## src/hdl/shc_pkg.sv

```systemverilog
// Purpose: constants and types for the serial host/client register block
// Assumes: 8-bit register port, byte offsets as printed
// Notes:   one package shared by the design and the bench
package shc_pkg;
  // ----------------------------------------------------------------
  // register offsets
  // ----------------------------------------------------------------
  localparam logic [2:0] SHC_OFS_CONTROL_A = 3'h0;
  localparam logic [2:0] SHC_OFS_CONTROL_B = 3'h1;
  localparam logic [2:0] SHC_OFS_IRQ_EN    = 3'h2;
  localparam logic [2:0] SHC_OFS_FLAGS     = 3'h3;
  localparam logic [2:0] SHC_OFS_DATA      = 3'h4;
  // ----------------------------------------------------------------
  // field positions
  // ----------------------------------------------------------------
  localparam int SHC_A_ENABLE   = 0;
  localparam int SHC_A_DIV_LO   = 1;
  localparam int SHC_A_DOUBLE   = 4;
  localparam int SHC_A_HOST     = 5;
  localparam int SHC_A_LSB      = 6;
  localparam int SHC_B_MODE_LO  = 0;
  localparam int SHC_B_SEL_IGN  = 2;
  localparam int SHC_B_WAIT_RX  = 6;
  localparam int SHC_B_BUF_EN   = 7;
  localparam int SHC_F_DONE     = 7;
  localparam int SHC_F_WCOL     = 6;
  localparam int SHC_F_RXC      = 7;
  localparam int SHC_F_TXC      = 6;
  localparam int SHC_F_DRE      = 5;
  localparam int SHC_F_SSI      = 4;
  localparam int SHC_F_OVF      = 0;
  localparam int SHC_E_NORMAL   = 0;
  // ----------------------------------------------------------------
  // reset values and masks
  // ----------------------------------------------------------------
  localparam logic [7:0] SHC_RST_CONTROL_A = 8'h00;
  localparam logic [7:0] SHC_RST_CONTROL_B = 8'h00;
  localparam logic [7:0] SHC_RST_IRQ_EN    = 8'h00;
  localparam logic [7:0] SHC_RST_DATA      = 8'h00;
  localparam logic [7:0] SHC_MASK_A        = 8'h77;
  localparam logic [7:0] SHC_MASK_B        = 8'hC7;
  localparam logic [7:0] SHC_MASK_E        = 8'hF1;
  // ----------------------------------------------------------------
  // timing: half serial period in system clocks per divider code
  // ----------------------------------------------------------------
  localparam logic [6:0] SHC_HALF_DIVIDE_BY_FOUR   = 7'h02;
  localparam logic [6:0] SHC_HALF_DIVIDE_BY_SIXTEEN  = 7'h08;
  localparam logic [6:0] SHC_HALF_DIVIDE_BY_SIXTY_FOUR  = 7'h20;
  localparam logic [6:0] SHC_HALF_DIVIDE_BY_ONE_TWENTY_EIGHT = 7'h40;

  typedef enum logic [1:0] {
    SHC_IDLE,
    SHC_LEAD,
    SHC_TRAIL
  } shc_phase_t;

  typedef struct packed {
    logic [2:0] addr;
    logic [7:0] wdata;
    logic       wr;
    logic       rd;
  } shc_bus_req_t;

  typedef struct packed {
    logic sclk_o;
    logic sclk_oe;
    logic mosi_o;
    logic mosi_oe;
    logic miso_o;
    logic miso_oe;
  } shc_pins_out_t;

  typedef struct packed {
    logic sclk_i;
    logic mosi_i;
    logic miso_i;
    logic sel_n_i;
  } shc_pins_in_t;

  typedef struct packed {
    logic [7:0]    ctrl_a;
    logic [7:0]    ctrl_b;
    logic [7:0]    irq_en;
    logic          done;
    logic          wcol;
    logic          armed;
    logic          rxc;
    logic          txc;
    logic          dre;
    logic          ssi;
    logic          ovf;
    logic [7:0]    shift;
    logic [7:0]    rx_reg;
    logic [7:0]    rx_buf;
    logic          rx_buf_full;
    logic          rx_reg_full;
    logic [7:0]    tx_buf;
    logic          pend;
    logic          primed;
    logic [2:0]    bit_cnt;
    logic          busy;
    shc_phase_t    phase;
    logic [6:0]    div_cnt;
    logic          sclk_q;
    logic          sel_q;
    logic          sample_bit;
    logic [7:0]    rdata;
    logic          irq;
    shc_pins_out_t pins;
  } shc_state_t;
endpackage

```

## src/hdl/shc_top.sv

```systemverilog
// Purpose: control, status and shifting for a byte serial host/client
// Assumes: pins sampled synchronously to clk_sys; 8-bit register port
// Notes:   select pin is always treated as an input
//
// Notes on behaviour
// - bit order control picks MSB or LSB first
// - host bit chooses host or client role
// - select low in host drops role, sets done (ssi in buffer mode)
// - select ignore keeps host role on select low
// - clock double halves the serial period
// - divider codes give 4, 16, 64, 128
// - buffer mode adds two rx stages, one tx
// - wait bit 0: first byte out is dummy
// - wait bit 1: first idle write after enable loads shifter directly
// - mode field chooses sample and setup edges
// - serial clock idles at leading edge opposite
// - four buffered enables, read zero otherwise
// - normal enable gates done onto interrupt
// - done sets on byte end or select fault
// - done clears by vector ack or read-then-data
// - collision sets on data write while busy
// - collision clears by flag read then data
// - data port maps by mode to shifter or buffers
// - overflow on third byte, clear read or one
// - tx empty high when buffer holds nothing
// - rx complete follows unread data, writing one does not clear it
`timescale 1ns/100ps
`default_nettype none
module shc_top
  import shc_pkg::*;
(
  input  wire logic          clk_sys,
  input  wire logic          reset,
  input  wire shc_bus_req_t  bus_req,
  output var  logic [7:0]    bus_rdata,
  input  wire logic          irq_ack,
  output var  logic          irq,
  input  wire shc_pins_in_t  pins_in,
  output var  shc_pins_out_t pins_out
);
  shc_state_t st_ff;
  shc_state_t nxt_st;

  // ----------------------------------------------------------------
  // helpers
  // ----------------------------------------------------------------
  function automatic logic [6:0] half_period(input logic [1:0] code,
                                             input logic       dbl);
    logic [6:0] h;
    h = SHC_HALF_DIVIDE_BY_FOUR;
    case (code)
      2'h0: h = SHC_HALF_DIVIDE_BY_FOUR;
      2'h1: h = SHC_HALF_DIVIDE_BY_SIXTEEN;
      2'h2: h = SHC_HALF_DIVIDE_BY_SIXTY_FOUR;
      default: h = SHC_HALF_DIVIDE_BY_ONE_TWENTY_EIGHT;
    endcase
    if (dbl) begin
      h = h >> 1;
    end
    return h;
  endfunction

  function automatic logic out_bit(input logic [7:0] s, input logic lsb);
    return lsb ? s[0] : s[7];
  endfunction

  function automatic logic [7:0] shift_in(input logic [7:0] s,
                                          input logic lsb,
                                          input logic b);
    return lsb ? {b, s[7:1]} : {s[6:0], b};
  endfunction

  // ----------------------------------------------------------------
  // next state
  // ----------------------------------------------------------------
  always_comb begin
    logic       en;
    logic       host;
    logic       bufm;
    logic       lsb;
    logic [1:0] mode;
    logic       cpha;
    logic       cpol;
    logic       wr_d;
    logic       rd_d;
    logic       sel_n;
    logic       lead;
    logic       trail;
    logic       sample_e;
    logic       setup_e;
    logic       byte_end;
    logic       in_bit;
    logic       fault;
    logic [7:0] rnext;
    en = 1'b0;
    host = 1'b0;
    bufm = 1'b0;
    lsb = 1'b0;
    mode = 2'h0;
    cpha = 1'b0;
    cpol = 1'b0;
    wr_d = 1'b0;
    rd_d = 1'b0;
    sel_n = 1'b1;
    lead = 1'b0;
    trail = 1'b0;
    sample_e = 1'b0;
    setup_e = 1'b0;
    byte_end = 1'b0;
    in_bit = 1'b0;
    fault = 1'b0;
    rnext = 8'h00;
    nxt_st = st_ff;

    en    = st_ff.ctrl_a[SHC_A_ENABLE];
    host  = st_ff.ctrl_a[SHC_A_HOST];
    lsb   = st_ff.ctrl_a[SHC_A_LSB];
    bufm  = st_ff.ctrl_b[SHC_B_BUF_EN];
    mode  = st_ff.ctrl_b[SHC_B_MODE_LO +: 2];
    cpha  = mode[0];
    cpol  = mode[1];
    sel_n = pins_in.sel_n_i;
    wr_d  = bus_req.wr && bus_req.addr == SHC_OFS_DATA;
    rd_d  = bus_req.rd && bus_req.addr == SHC_OFS_DATA;
    nxt_st.sel_q  = sel_n;
    nxt_st.sclk_q = pins_in.sclk_i;

    // --------------------------------------------------------------
    // serial engine
    // --------------------------------------------------------------
    if (!en) begin
      nxt_st.busy    = 1'b0;
      nxt_st.phase   = SHC_IDLE;
      nxt_st.bit_cnt = 3'h0;
      nxt_st.primed  = 1'b0;
    end else if (host) begin
      if (st_ff.phase != SHC_IDLE) begin
        if (st_ff.div_cnt <= 7'h01) begin
          nxt_st.div_cnt = half_period(st_ff.ctrl_a[SHC_A_DIV_LO +: 2],
                                       st_ff.ctrl_a[SHC_A_DOUBLE]);
          if (st_ff.phase == SHC_LEAD) begin
            lead = 1'b1;
            nxt_st.phase = SHC_TRAIL;
          end else begin
            trail = 1'b1;
            nxt_st.phase = (st_ff.bit_cnt == 3'h7) ? SHC_IDLE : SHC_LEAD;
          end
        end else begin
          nxt_st.div_cnt = st_ff.div_cnt - 7'h01;
        end
      end else if (st_ff.busy) begin
        nxt_st.phase   = SHC_LEAD;
        nxt_st.div_cnt = half_period(st_ff.ctrl_a[SHC_A_DIV_LO +: 2],
                                     st_ff.ctrl_a[SHC_A_DOUBLE]);
      end
      in_bit = pins_in.miso_i;
    end else begin
      lead  = !sel_n && st_ff.sclk_q == cpol && pins_in.sclk_i != cpol;
      trail = !sel_n && st_ff.sclk_q != cpol && pins_in.sclk_i == cpol;
      in_bit = pins_in.mosi_i;
      if (sel_n) begin
        nxt_st.bit_cnt = 3'h0;
        nxt_st.busy    = 1'b0;
      end else if (!st_ff.busy) begin
        nxt_st.busy = 1'b1;
      end
    end
    sample_e = cpha ? trail : lead;
    setup_e  = cpha ? lead : trail;
    if (sample_e) begin
      nxt_st.sample_bit = in_bit;
    end
    if (setup_e && !(cpha && st_ff.bit_cnt == 3'h0 && lead)) begin
      nxt_st.shift = shift_in(st_ff.shift, lsb, st_ff.sample_bit);
    end
    // last trailing edge ends the byte in every mode, so with the phase bit
    // set the data line moves on the edge at which the far side samples it
    if (trail) begin
      if (st_ff.bit_cnt == 3'h7) begin
        byte_end = 1'b1;
      end
      nxt_st.bit_cnt = st_ff.bit_cnt + 3'h1;
    end
    if (byte_end) begin
      rnext = shift_in(st_ff.shift, lsb,
                       cpha ? in_bit : st_ff.sample_bit);
      nxt_st.shift = rnext;
      nxt_st.busy  = !host;
      nxt_st.rx_reg = rnext;
    end

    // --------------------------------------------------------------
    // select fault fallback
    // --------------------------------------------------------------
    fault = en && host && !sel_n && !st_ff.ctrl_b[SHC_B_SEL_IGN];
    if (fault) begin
      nxt_st.ctrl_a[SHC_A_HOST] = 1'b0;
      nxt_st.phase = SHC_IDLE;
      nxt_st.busy  = 1'b0;
      nxt_st.bit_cnt = 3'h0;
    end

    // --------------------------------------------------------------
    // flag clears from register port, then hardware sets win
    // --------------------------------------------------------------
    if (bus_req.rd && bus_req.addr == SHC_OFS_FLAGS) begin
      nxt_st.armed = st_ff.done || st_ff.wcol;
    end else if (bus_req.wr || bus_req.rd) begin
      nxt_st.armed = 1'b0;
    end
    if ((wr_d || rd_d) && st_ff.armed) begin
      nxt_st.done = 1'b0;
      nxt_st.wcol = 1'b0;
    end
    if (irq_ack && !bufm) begin
      nxt_st.done = 1'b0;
    end
    if (bus_req.wr && bus_req.addr == SHC_OFS_FLAGS && bufm) begin
      if (bus_req.wdata[SHC_F_RXC]) nxt_st.rxc = 1'b0;
      if (bus_req.wdata[SHC_F_TXC]) nxt_st.txc = 1'b0;
      if (bus_req.wdata[SHC_F_SSI]) nxt_st.ssi = 1'b0;
      if (bus_req.wdata[SHC_F_OVF]) nxt_st.ovf = 1'b0;
    end

    // --------------------------------------------------------------
    // data port
    // --------------------------------------------------------------
    if (!bufm) begin
      if (wr_d) begin
        if (st_ff.busy || st_ff.phase != SHC_IDLE) begin
          nxt_st.wcol = 1'b1;
        end else begin
          nxt_st.shift = bus_req.wdata;
          nxt_st.busy  = host && en;
        end
      end
      if (byte_end || fault) begin
        nxt_st.done = 1'b1;
      end
    end else begin
      if (rd_d) begin
        nxt_st.rx_buf      = st_ff.rx_reg;
        nxt_st.rx_buf_full = st_ff.rx_reg_full;
        nxt_st.rx_reg_full = 1'b0;
        nxt_st.ovf         = 1'b0;
      end
      if (wr_d) begin
        if (st_ff.ctrl_b[SHC_B_WAIT_RX] && en && sel_n && !st_ff.primed
            && !st_ff.busy && st_ff.phase == SHC_IDLE) begin
          nxt_st.shift  = bus_req.wdata;
          nxt_st.primed = 1'b1;
          nxt_st.busy   = host;
        end else if (st_ff.dre) begin
          nxt_st.tx_buf = bus_req.wdata;
          nxt_st.pend   = 1'b1;
          nxt_st.dre    = 1'b0;
          // idle host starts a dummy byte so the buffer drains
          if (!st_ff.busy && st_ff.phase == SHC_IDLE) begin
            nxt_st.busy = host && en;
          end
        end
      end
      if (byte_end) begin
        if (st_ff.rx_buf_full && st_ff.rx_reg_full) begin
          nxt_st.ovf = 1'b1;
        end else if (!nxt_st.rx_buf_full) begin
          nxt_st.rx_buf      = rnext;
          nxt_st.rx_buf_full = 1'b1;
        end else begin
          nxt_st.rx_reg_full = 1'b1;
        end
        if (st_ff.pend) begin
          nxt_st.shift = st_ff.tx_buf;
          nxt_st.pend  = 1'b0;
          nxt_st.dre   = 1'b1;
          nxt_st.busy  = 1'b1;
        end else begin
          nxt_st.txc = 1'b1;
        end
      end
      nxt_st.rxc = nxt_st.rx_buf_full;
      if (fault) begin
        nxt_st.ssi = 1'b1;
      end
    end

    // --------------------------------------------------------------
    // register writes
    // --------------------------------------------------------------
    if (bus_req.wr) begin
      case (bus_req.addr)
        SHC_OFS_CONTROL_A: begin
          nxt_st.ctrl_a = bus_req.wdata & SHC_MASK_A;
          if (fault && bus_req.wdata[SHC_A_HOST]) begin
            nxt_st.ctrl_a[SHC_A_HOST] = 1'b0;
          end
        end
        SHC_OFS_CONTROL_B: nxt_st.ctrl_b = bus_req.wdata & SHC_MASK_B;
        SHC_OFS_IRQ_EN:    nxt_st.irq_en = bus_req.wdata & SHC_MASK_E;
        default: ;
      endcase
    end

    // --------------------------------------------------------------
    // read data, one cycle later
    // --------------------------------------------------------------
    nxt_st.rdata = 8'h00;
    if (bus_req.rd) begin
      case (bus_req.addr)
        SHC_OFS_CONTROL_A: nxt_st.rdata = st_ff.ctrl_a;
        SHC_OFS_CONTROL_B: nxt_st.rdata = st_ff.ctrl_b;
        SHC_OFS_IRQ_EN: begin
          nxt_st.rdata = bufm ? st_ff.irq_en
                              : (st_ff.irq_en & 8'h01);
        end
        SHC_OFS_FLAGS: begin
          if (bufm) begin
            nxt_st.rdata = {st_ff.rxc, st_ff.txc, st_ff.dre, st_ff.ssi,
                            3'h0, st_ff.ovf};
          end else begin
            nxt_st.rdata = {st_ff.done, st_ff.wcol, 6'h00};
          end
        end
        SHC_OFS_DATA: nxt_st.rdata = bufm ? st_ff.rx_buf : st_ff.rx_reg;
        default: nxt_st.rdata = 8'h00;
      endcase
    end

    // --------------------------------------------------------------
    // interrupt and pins
    // --------------------------------------------------------------
    if (bufm) begin
      nxt_st.irq = (nxt_st.rxc && st_ff.irq_en[SHC_F_RXC]) ||
                   (nxt_st.txc && st_ff.irq_en[SHC_F_TXC]) ||
                   (nxt_st.dre && st_ff.irq_en[SHC_F_DRE]) ||
                   (nxt_st.ssi && st_ff.irq_en[SHC_F_SSI]);
    end else begin
      nxt_st.irq = nxt_st.done && st_ff.irq_en[SHC_E_NORMAL];
    end
    nxt_st.pins.sclk_oe = en && nxt_st.ctrl_a[SHC_A_HOST];
    nxt_st.pins.sclk_o  = cpol ^ (nxt_st.phase == SHC_TRAIL);
    nxt_st.pins.mosi_oe = en && nxt_st.ctrl_a[SHC_A_HOST];
    nxt_st.pins.mosi_o  = out_bit(nxt_st.shift, lsb);
    nxt_st.pins.miso_oe = en && !nxt_st.ctrl_a[SHC_A_HOST] && !sel_n;
    nxt_st.pins.miso_o  = out_bit(nxt_st.shift, lsb);
  end

  // ----------------------------------------------------------------
  // state register
  // ----------------------------------------------------------------
  always_ff @(posedge clk_sys or posedge reset) begin
    if (reset) begin
      st_ff        <= '0;
      st_ff.ctrl_a <= SHC_RST_CONTROL_A;
      st_ff.ctrl_b <= SHC_RST_CONTROL_B;
      st_ff.irq_en <= SHC_RST_IRQ_EN;
      st_ff.shift  <= SHC_RST_DATA;
      st_ff.dre    <= 1'b1;
      st_ff.sel_q  <= 1'b1;
      st_ff.phase  <= SHC_IDLE;
    end else begin
      st_ff <= nxt_st;
    end
  end

  assign bus_rdata = st_ff.rdata;
  assign irq       = st_ff.irq;
  assign pins_out  = st_ff.pins;
endmodule
`default_nettype wire

```

## config.mk

```make
export PLATFORM = sky130hd
export DESIGN_NAME = shc_top
export DESIGN_NICKNAME = d
export VERILOG_FILES = /design/src/hdl/shc_pkg.sv /design/src/hdl/shc_top.sv
export SDC_FILE = /design/constraint.sdc
export NUM_CORES = 1
export LEC_CHECK = 0
export BUFFER_PORTS_ARGS = -buffer_cell sky130_fd_sc_hd__buf_4
export CELL_PAD_IN_SITES_DETAIL_PLACEMENT = 1
export CELL_PAD_IN_SITES_GLOBAL_PLACEMENT = 1
export CORE_ASPECT_RATIO = 1.2
export CORE_MARGIN = 2
export CORE_UTILIZATION = 45
export CTS_BUF_LIST = sky130_fd_sc_hd__clkbuf_2
export DETAILED_ROUTE_END_ITERATION = 10
export PLACE_DENSITY_LB_ADDON = 0.2
export SYNTH_ARGS = -nofsm -noshare
export SYNTH_HDL_FRONTEND = slang
export SYNTH_SLANG_ARGS = --single-unit
```

## constraint.sdc

```tcl
create_clock -name clk_sys -period 2.6 [get_ports clk_sys]
set_input_delay 0.52 -clock clk_sys [delete_from_list [all_inputs] [get_ports clk_sys]]
set_output_delay 0.52 -clock clk_sys [all_outputs]
set_load 0.03 [all_outputs]
```

# Word-level counts from Yosys, hierarchy flattened
# Index checks and enable logic that the tools add are counted.
[word_totals]
ff_bits = 88
elab_cells = 217
[op_classes]
n_eq_ne = 15
mux = 103
n_bitwise = 2
n_reduce_logical = 62
addsub = 2
order_cmp = 1
[op_table]
columns = ["operator", "count"]
rows = [
  ["two-way mux 8 bit", 15],
  ["two-way mux 1 bit", 58],
  ["two-way mux 9 bit", 5],
  ["two-way mux 10 bit", 4],
  ["one-hot mux 8 bit (5 select lines)", 1],
  ["logical AND 1 bit", 33],
  ["two-way mux 22 bit", 1],
  ["one-hot mux 7 bit (3 select lines)", 1],
  ["two-way mux 6 bit", 3],
  ["two-way mux 16 bit", 1],
  ["two-way mux 2 bit", 8],
  ["two-way mux 7 bit", 2],
  ["zero test 1 bit", 8],
  ["logical OR 1 bit", 8],
  ["!= test 4 x 2 -> 1 bit (second input constant)", 2],
  ["AND reduction 2 bit", 4],
  ["less-or-equal comparator 7 x 1 -> 1 bit (second input constant)", 1],
  ["subtractor 7 x 1 -> 7 bit (second input constant)", 1],
  ["== test 3 x 2 -> 1 bit (second input constant)", 2],
  ["== test 3 bit (second input constant)", 2],
  ["zero test 3 bit", 2],
  ["two-way mux 3 bit", 2],
  ["nonzero test 2 bit", 3],
  ["two-way mux 5 bit", 1],
  ["12 further kinds", 17],
]

# Longest topological paths before layout
# Gate-level depths: netlist of the first run.
[logic_depth]
depth_word = 21
depth_mapped = 9

# Least setup slack after synthesis of the first run
# Ideal clock, no wire load.
[synth_timing]
kind = "input -> register"
from = "in bus_req[11] in the netlist's numbering"
to = "reg st_ff, in the netlist pins_out[1]"
n_path_buf = 1
arrival_ns = 1.935
slack_ns = 0.518
stages = 7
t_required_ns = 2.453
path_cell_list = "buf_2 -> nor3b_2 -> nand3_1 -> a21oi_2 -> nor2b_1 -> a2111oi_1 -> a22oi_2"
[synth_rtl]
columns = ["element", "line_no", "rtl"]
rows = [
  ["from (decl)", "shc_top.sv:34", "input wire shc_bus_req_t bus_req,"],
  ["to (signal assigned)", "shc_top.sv:362", "st_ff <= nxt_st;"],
  ["to (decl)", "shc_top.sv:41", "shc_state_t st_ff;"],
]

==> results of run 1 <==
==> cell type report <==
type,count,area (sq um),area share
clock buffer,11,55.1,0.0102
clock inverter,5,78.8,0.0145
inverter,22,86.3,0.0159
multi-input combinational,350,2390,0.441
sequential,88,2200,0.406
tap,129,161,0.0298
timing repair buffer,57,443,0.0817
==> worst max-delay path, cell delays in order, from the launching register on <==
cell and delay [ns]:
dfrtp_1 0.72, mux2i_1 0.36, o22ai_1 0.20, mux2_2 0.32, and2_2 0.22, a2111oi_1 0.44
a22oi_2 0.07
==> stage by stage <==
stage | hold WS, ns | cells | utilization | total power [mW] | worst slack, ns
6_report | 0.0879 | 662 | 0.513 | 4.39 | 0.192
5_1_grt | 0.0705 | 662 | 0.513 | 4.67 | 0.0507
4_1_cts | 0.0511 | 662 | 0.513 | 4.42 | 0.192
3_5_place_dp | 0.477 | 645 | 0.499 | 3.59 | 0.209
3_3_place_gp | 0.456 | 645 | 0.499 | 3.53 | 0.190
2_1_floorplan | 0.439 | 497 | - | 3.15 | 0.518
==> cells in the final DEF, fill, tap and decap left out, types with 3 or more instances in the layout <==
cell type and instances:
a211o_1 4, a211oi_1 3, a21oi_1 32, a221oi_1 4, a22oi_1 12, a31oi_1 6, a32o_1 3, and3_1 3
and3b_1 3, buf_4 55, clkbuf_2 11, dfrtp_1 87, ha_1 5, inv_1 20, mux2_2 27, mux2i_1 18
nand2_1 52, nand2b_1 3, nand3_1 8, nand3b_1 4, nand4_1 4, nor2_1 34, nor3_1 16, nor3b_1 7
nor4_1 5, o211ai_1 4, o21ai_0 17, o21ai_1 5, o22ai_1 12, o32a_1 3
==> report_power, final <==
group / leakage (nW) / total, mW / switching, mW / internal, mW
sequential: 1.12 / 2.08 / 0.376 / 1.71
clock: 0.0863 / 0.816 / 0.489 / 0.327
combinational: 1.23 / 1.49 / 0.838 / 0.655
total: 2.43 / 4.39 / 1.70 / 2.69
==> registers in the layout, indices dropped and copies added (netlist names), named ones only <==
| signal | count |
|---|---|
| st_ff | 74 |
| bus_rdata | 8 |
| pins_out | 4 |
| irq | 1 |
==> per-layer routing <==
layer  vias up  track usage
met5         -            0
met3        25       0.0378
li1       1870            -
met4         0       0.0925
met2       107        0.432
met1      2027        0.307
==> path summary, 6_finish.rpt <==
kind | depth (start not counted) | from | to | slack, ns
worst max-delay path | 6 | st_ff[96]$_DFF_PP0_ | pins_out[1]$_DFF_PP0_ | 0.19
worst min-delay path | 1 | pins_in[3] | st_ff[17]$_DFF_PP0_ | 0.09
max in group asynchronous | 4 | reset | st_ff[92]$_DFFE_PP0P_ | 1.36
worst max register to register | 6 | st_ff[96]$_DFF_PP0_ | pins_out[1]$_DFF_PP0_ | 0.19
min in group asynchronous | 3 | reset | bus_rdata[6]$_DFF_PP0_ | 0.53
worst min register to register | 2 | st_ff[38]$_DFFE_PP0P_ | st_ff[64]$_DFF_PP0_ | 0.52
==> cells by family (layout without fill, tap and decap cells) <==
logic type	Yosys count	after routing	synth area share
xor gates and xnor gates	2	2	0.00356
AOI/OAI and AO/OA	131	131	0.187
muxes	45	45	0.0983
buffers and inverters	59	95	0.0668
and+or+nand+nor	167	167	0.184
adders and majority gates	5	5	0.0127
DFF	88	88	0.447
==> summary.txt, run 1 <==
Clock tree
  – Clock-pin slew of the registers on the worst-case setup and hold paths: 0.25 ns
  – Bufs on Longest Clock Path: 2
  – CTS tree: built
  – Gates resized, CTS repair: 0
  – Worst skew pair latency: 0.58 ns
  – H-tree levels: 3
  – Clock sinks: 88
  – Root buffer cell: clkbuf_2
  – Post-CTS Hold Fix Bufs: 1
  – Num CTS Buffers: 9
  – Postcts setup bufs: 0

Timing
  – Final setup vio count: 0
  – Clock Skew: 0.0286 ns
  – Fmax: 415 MHz
  – Fin crit period: 2.41 ns
  – Fin crit share: 0.926
  – Slew @ Worst Pin: 0.647 ns
  – Hold Fails Final Rpt: 0
  – Unrepaired setup endpoints after global routing: false
  – Slew HR: 0.567
  – Fin. max-slew vios: 0
  – Setup TNS: 0 ns

Final layout
  – Area Overhead vs Synth: 10.1%
  – Layout Nets: 553
  – Final instance area: 0.00542 sq mm
  – Share of cells above drive strength 1: 0.240
  – Number of antenna cells inserted: 0
  – # fillers: 1,236

Die
  – Initial Util: 0.466
  – IO Pins: 35
  – Die area: 0.0118 sq mm
  – Core Rows: 41
  – Chip height: 119 um
  – DIE WIDTH: 99.5 um
  – Core area: 0.0106 sq mm

Global routing
  – First-pass GRT wire length: 22.7 mm
  – Largest net degree at the start of global routing: 40
  – Remaining global-route overflow: 0
  – Number of global-route vias before repair: 4,323
  – GR Util All Layers: 0.248
  – Antenna violations before repair: 0

Synthesis
  – Mapped Nets: 522
  – Fraction of registers with async set/reset: 1.00
  – Ys flop type: dfrtp_1
  – Yosys cell types: 82
  – Yosys warning count: 0
  – Post-Syn Instances: 497
  – Synth top area cells: dfrtp_1 44%, mux2_2 6.2%, nand2_1 4.0%
  – Most frequent cell after synthesis: dfrtp_1
  – Sequential area share after synthesis: 0.447
  – Most frequent cells after synthesis: 87 x dfrtp_1, 52 x nand2_1, 34 x nor2_1
  – Syn Area/Cell: 9.91 sq um
  – Post-synth EDFFs: 0
  – Synthesized area: 0.00493 sq mm
  – Area share of the largest cell type after synthesis: 0.442
  – Area leader, netlist: dfrtp_1
  – Yosys reg bits: 88

Worst setup path
  – Worst EP arrival: 2.90 ns
  – Critical Path RT: 3.09 ns
  – Critical path type: reg2reg
  – CP Capture Type: flip-flop
  – CP Max Fanout: 12
  – CP startpoint kind: flip-flop

Route
  – Via density: 6.09
  – DRT Wirelength: 13.9 mm
  – Max layer used: met4
  – DRC violations left: 0
  – Antenna-violating nets left: 0
  – Met3 WL: 587 um
  – Iteration-0 DRC Markers: 167
  – DR WL/cell: 21.0 um
  – Post-Route M1 WL: 5.91 mm
  – Via count: 4,029
  – DR pass1 iterations: 4
  – Met2 wire length: 7.03 mm

Run
  – MaxCap Viol Count: 0

Power
  – Leakage: 2.43 nW
  – Worst vdd ir: 0.454 mV
  – PD cells: 810 mW/mm^2

Placed design
  – RD Place Congestion: 0.898
  – Port Buffers: 34
  – DP Area: 0.00528 sq mm
  – Final HPWL DP: 10.5 mm

Hold path
  – Worst Hold Class: in2reg

Status
  – Status: completed
No activity file was read; power rests on OpenSTA's default activity.
==> run 2: changes to the inputs <==
Settings changed: ABC_AREA set to 1, CAP_MARGIN set to 20, CORE_UTILIZATION 45 to 42.
==> summary.txt, run 2 <==
Status
  – Status: completed

Final layout
  – Area Overhead vs Synth: 10.1%
  – Most frequent cells in the layout: 144 x nand2_1, 87 x dfrtp_1, 73 x o21ai_0, 72 x inv_1, 52 x nor2_1
  – Max reg flops: 74
  – # fillers: 1,515
  – Fin cells: 832
  – Layout Nets: 691
  – Number of antenna cells inserted: 0
  – Top reg by flops: st_ff
  – Core Util, Final: 0.468
  – Most common cell after layout, fill and taps aside: nand2_1
  – Final instance area: 0.00559 sq mm
  – Share of cells above drive strength 1: 0.170

Route
  – Antenna-violating nets left: 0
  – DR WL/cell: 18.3 um
  – DRT Wirelength: 15.2 mm
  – Iteration-0 DRC Markers: 248
  – DR pass1 iterations: 4
  – Via count: 4,491
  – DRC violations left: 0
  – Via density: 5.40

Global routing
  – Met1 usage: 0.313
  – Remaining global-route overflow: 0
  – First-pass GRT wire length: 25.2 mm
  – Largest net degree at the start of global routing: 49
  – Met2 global-route usage: 0.444
  – Met3 Usage GRT: 0.0220
  – Number of global-route vias before repair: 4,761
  – Global-route layer with the greatest usage: met2
  – GR Util All Layers: 0.247
  – Antenna violations before repair: 0

Clock tree
  – Clock-pin slew of the registers on the worst-case setup and hold paths: 0.25 ns
  – Postcts setup bufs: 0
  – Worst skew pair latency: 0.60 ns
  – Clock sinks: 88
  – Root buffer cell: clkbuf_2
  – Num CTS Buffers: 9
  – H-tree levels: 3
  – Bufs on Longest Clock Path: 2
  – CTS tree: built

Power
  – Power Internal: 2.56 mW
  – Combinational share of power: 0.398
  – NetSw: 1.99 mW
  – PD cells: 816 mW/mm^2
  – Reg power frac: 0.436
  – Switch share: 0.437
  – Worst vdd ir: 0.378 mV
  – Clock power frac: 0.166
  – Leakage: 2.71 nW

Die
  – Core area: 0.0119 sq mm
  – Die area: 0.0130 sq mm
  – Initial Util: 0.425
  – Chip height: 124 um
  – DIE WIDTH: 104 um
  – Core Rows: 44
  – IO Pins: 35

Synthesis
  – Most frequent cell after synthesis: nand2_1
  – Yosys reg bits: 88
  – Yosys cell types: 50
  – Syn Area/Cell: 7.92 sq um
  – Most frequent cells after synthesis: 144 x nand2_1, 87 x dfrtp_1, 73 x inv_1, 73 x o21ai_0, 52 x nor2_1
  – Mapped Nets: 666
  – Yosys warning count: 0
  – Sequential area share after synthesis: 0.434
  – Fraction of registers with async set/reset: 1.00
  – Synthesized area: 0.00507 sq mm
  – Post-synth EDFFs: 0
  – Area leader, netlist: dfrtp_1
  – Area share of the largest cell type after synthesis: 0.429
  – Synth top area cells: dfrtp_1 43%, nand2_1 11%, o21ai_0 7.2%
  – Ys flop type: dfrtp_1
  – Post-Syn Instances: 641

Timing
  – Clock Skew: 0.0319 ns
  – Hold Fails Final Rpt: 0
  – Slew HR: 0.625
  – Setup TNS: 0 ns
  – Final setup vio count: 0
  – Final setup margin: 0.231 ns
  – Fin. max-slew vios: 0
  – Fmax: 422 MHz
  – Fin crit period: 2.37 ns
  – Fin crit share: 0.911
  – Slew @ Worst Pin: 0.556 ns

Worst setup path
  – CP Capture Type: flip-flop
  – CP startpoint kind: flip-flop
  – Critical Path RT: 3.14 ns
  – Worst EP arrival: 2.91 ns
  – CP Max Fanout: 10
  – Critical path type: reg2reg
  – R2R setup slack: 0.23 ns

Placed design
  – Final HPWL DP: 11.7 mm
  – Port Buffers: 34
  – Placed cells: 815
  – Setup WS pre-CTS: 0.255 ns
  – RD Place Congestion: 0.888
  – DP Area: 0.00544 sq mm

Run
  – MaxCap Viol Count: 0

Hold path
  – Worst Hold Class: in2reg
## run 2: timing repair
action	4_1_cts	5_1_grt
endpoints found under the setup margin	0	1
hold buffers	1	0
gates resized for setup	0	3
hold endpoints to repair	8	0
## run 2: routing by layer
layer	share of wire	routed length, um
met5	0	0
met4	0.018	275
met3	0.018	272
met2	0.52	7900
met1	0.45	6780
## run 2: layout make-up
cell class / instances / area (sq um) / share of cell area
tap: 161 / 201 / 0.0361
multi-input combinational: 432 / 2330 / 0.417
inverter: 85 / 340 / 0.0609
clock inverter: 7 / 76.3 / 0.0137
clock buffer: 9 / 45.0 / 0.00806
timing repair buffer: 50 / 390 / 0.0699
sequential: 88 / 2200 / 0.394
## run 2: cells by family (layout without fill, tap and decap cells)
logic type,Yosys count,after routing,share of synthesized area
flops,88,88,0.434
xor+xnor,5,5,0.00863
fa+ha+maj,5,5,0.0123
compound gates,175,175,0.212
mux,1,1,0.00222
buf+inv,121,151,0.108
simple gates,246,246,0.223
## run 2: final timing paths
| path | startpoint | endpoint | cells past startpoint |
|---|---|---|---|
| worst max-delay path | st_ff[19]$_DFFE_PP0P_ | pins_out[1]$_DFF_PP0_ | 18 |
| worst min-delay path | pins_in[3] | st_ff[17]$_DFF_PP0_ | 1 |
| worst max register to register | st_ff[19]$_DFFE_PP0P_ | pins_out[1]$_DFF_PP0_ | 18 |
| worst min register to register | st_ff[36]$_DFFE_PP0P_ | st_ff[36]$_DFFE_PP0P_ | 2 |
| max in group asynchronous | reset | st_ff[19]$_DFFE_PP0P_ | 4 |
| min in group asynchronous | reset | st_ff[39]$_DFFE_PP0P_ | 3 |
## run 2: worst max-delay path: stages (launching register included)
cell	delay (ns)
dfrtp_1	0.46
inv_1	0.13
ha_1	0.16
inv_1	0.04
nor2_1	0.09
nand3_1	0.13
o21ai_4	0.12
nand2_2	0.09
nand2_2	0.11
nand2_4	0.08
inv_6	0.08
nand2_8	0.12
nor2_8	0.13
nand2_2	0.12
inv_4	0.13
nand2_1	0.09
nand3_2	0.11
nand2_1	0.06
nand2_1	0.08
## run 2: through the flow
| stage | hold slack (ns) | power, mW |
|---|---|---|
| after floorplan | 0.442 | 3.29 |
| after CTS | 0.0233 | 4.59 |
| after detailed placement | 0.473 | 3.83 |
| after global placement | 0.457 | 3.75 |
| after global routing | 0.0288 | 4.91 |
| final | 0.0366 | 4.56 |
## run 2: power groups by stage
stage / sequential, mW / combinational, mW / clock, mW
after global routing: 2.03 / 2.04 / 0.828
final: 1.99 / 1.81 / 0.759
after CTS: 1.98 / 1.83 / 0.775
after floorplan: 1.91 / 1.39 / 0
after detailed placement: 2.01 / 1.82 / 0
after global placement: 2.00 / 1.75 / 0
==> run 3: changes to the inputs <==
Settings changed: CTS_CLUSTER_DIAMETER set to 80, RECOVER_POWER set to 50.
==> summary.txt, run 3 (same netlist as run 2, synthesis figures left out) <==
Final layout
  – Most common cell after layout, fill and taps aside: nand2_1
  – Fin cells: 832
  – Area Overhead vs Synth: 9.34%
  – Core Util, Final: 0.464
  – Most frequent cells in the layout: 144 x nand2_1, 87 x dfrtp_1, 73 x o21ai_0, 72 x inv_1, 52 x nor2_1
  – Final instance area: 0.00555 sq mm
  – Number of antenna cells inserted: 0
  – Layout Nets: 691
  – Top reg by flops: st_ff
  – Share of cells above drive strength 1: 0.162
  – # fillers: 1,516
  – Max reg flops: 74

Worst setup path
  – Crit-path cells: inv_1 -> ha_1 -> inv_1 -> nor2_1 -> nand3_1 -> o21ai_4 -> nand2_2 -> nand2_2 -> nand2_4 -> inv_6 -> nand2_8 -> nor2_8 -> nand2_2 -> inv_4 -> nand2_1 -> nand3_2 -> nand2_1 -> nand2_1
  – RR Startpoint: st_ff[19]$_DFFE_PP0P_
  – R2R setup slack: 0.25 ns
  – Reg-to-Reg End: pins_out[1]$_DFF_PP0_
  – Slowest stage delay, CP: 0.46 ns
  – Worst EP arrival: 2.90 ns
  – Critical path type: reg2reg
  – Critical path's slowest cell: dfrtp_1
  – CP startpoint kind: flip-flop
  – Worst Reg-to-Reg Cells: 18
  – CP Max Fanout: 10
  – CP Capture Type: flip-flop
  – Critical Path RT: 3.14 ns

Timing
  – Setup TNS: 0 ns
  – WHS: 0.0324 ns
  – Fin. max-slew vios: 0
  – Final setup margin: 0.245 ns
  – Slew HR: 0.274
  – Slew @ Worst Pin: 1.09 ns
  – Clock Skew: 0.0329 ns
  – Fmax: 425 MHz
  – Final setup vio count: 0
  – Fin crit share: 0.906
  – Fin crit period: 2.35 ns
  – Hold Fails Final Rpt: 0

Hold path
  – Hold depth: 1
  – Endpoint, Worst Hold: st_ff[17]$_DFF_PP0_
  – Worst Hold Class: in2reg
  – Hold path start: pins_in[3]

Route
  – DR WL/cell: 18.3 um
  – DR pass1 iterations: 4
  – DRT Wirelength: 15.2 mm
  – Via density: 5.38
  – Iteration-0 DRC Markers: 255
  – Via count: 4,474
  – DRC violations left: 0
  – Antenna-violating nets left: 0

Die
  – Chip height: 124 um
  – Initial Util: 0.425
  – DIE WIDTH: 104 um
  – Core Rows: 44
  – Core area: 0.0119 sq mm
  – IO Pins: 35
  – Die area: 0.0130 sq mm

Global routing
  – First-pass GRT wire length: 25.2 mm
  – Largest net degree at the start of global routing: 49
  – Number of global-route vias before repair: 4,761
  – GR Util All Layers: 0.247
  – Remaining global-route overflow: 0
  – Antenna violations before repair: 0

Placed design
  – Placed cells: 815
  – Final HPWL DP: 11.7 mm
  – Setup WS pre-CTS: 0.255 ns
  – DP Area: 0.00544 sq mm
  – Port Buffers: 34
  – RD Place Congestion: 0.888

Power
  – PD cells: 820 mW/mm^2
  – Worst vdd ir: 0.378 mV
  – Power Total: 4.55 mW
  – Leakage: 2.68 nW

Clock tree
  – Bufs on Longest Clock Path: 2
  – Num CTS Buffers: 9
  – H-tree levels: 3
  – Clock-pin slew of the registers on the worst-case setup and hold paths: 0.25 ns
  – Root buffer cell: clkbuf_2
  – Worst skew pair latency: 0.60 ns
  – Postcts setup bufs: 0
  – Clock sinks: 88
  – CTS tree: built

Status
  – Status: completed

Run
  – MaxCap Viol Count: 0
[run 3: cell count changes in the layout (fill, tap and decap cells not counted)]
cell / change
buf_12: -1
buf_4: -6
clkbuf_1: +5
clkbuf_2: +1
clkbuf_4: +1
clkinvlp_2: +1
clkinvlp_4: -1
[run 3: layout make-up]
class / instances / area, sq um / share of cell area
Clock buffer: 9 / 45.0 / 0.00812
Clock inverter: 7 / 76.3 / 0.0138
Multi-Input combinational cell: 432 / 2330 / 0.420
Tap cell: 161 / 201 / 0.0363
Inverter: 85 / 338 / 0.0609
Sequential cell: 88 / 2200 / 0.397
Timing Repair Buffer: 50 / 357 / 0.0643
[run 3: how the worst max path moves through the flow]
stage / endpoint / startpoint / slack, ns
floorplan: st_ff[45]$_DFFE_PP0P_ / st_ff[19]$_DFFE_PP0P_ / 0.67
global placement: st_ff[27]$_DFF_PP0_ / bus_req[11] / 0.33
detailed placement: pins_out[1]$_DFF_PP0_ / st_ff[19]$_DFFE_PP0P_ / 0.26
CTS: pins_out[1]$_DFF_PP0_ / st_ff[19]$_DFFE_PP0P_ / 0.25
global route: pins_out[1]$_DFF_PP0_ / st_ff[19]$_DFFE_PP0P_ / -0.004
finish: pins_out[1]$_DFF_PP0_ / st_ff[19]$_DFFE_PP0P_ / 0.25
[run 3: per-layer routing]
layer / GRT usage / part of all wire
met5: 0 / 0
met4: 0.0747 / 0.018
met3: 0.0220 / 0.021
met2: 0.444 / 0.52
met1: 0.313 / 0.44
[run 3: timing repair]
| item | CTS | global route |
|---|---|---|
| endpoints found under the setup margin | 0 | 1 |
| endpoints found under the hold margin | 8 | 0 |
| resized for setup | 0 | 3 |
| hold buffers | 1 | 0 |
[run 3: critical path: cells and delay by family, from the launching register on]
kind | cells | cell delay, ns
buffers and inverters | 4 | 0.38
adder cells (fa/ha/maj) | 1 | 0.16
AO/OA/AOI/OAI | 1 | 0.12
flip-flops | 1 | 0.46
AND/OR/NAND/NOR | 12 | 1.20
[run 3: power by group]
| group | switching (mW) | internal, mW | total [mW] |
|---|---|---|---|
| clock network | 0.530 | 0.230 | 0.760 |
| registers | 0.277 | 1.71 | 1.99 |
| logic | 1.18 | 0.619 | 1.80 |
| total | 1.99 | 2.56 | 4.55 |
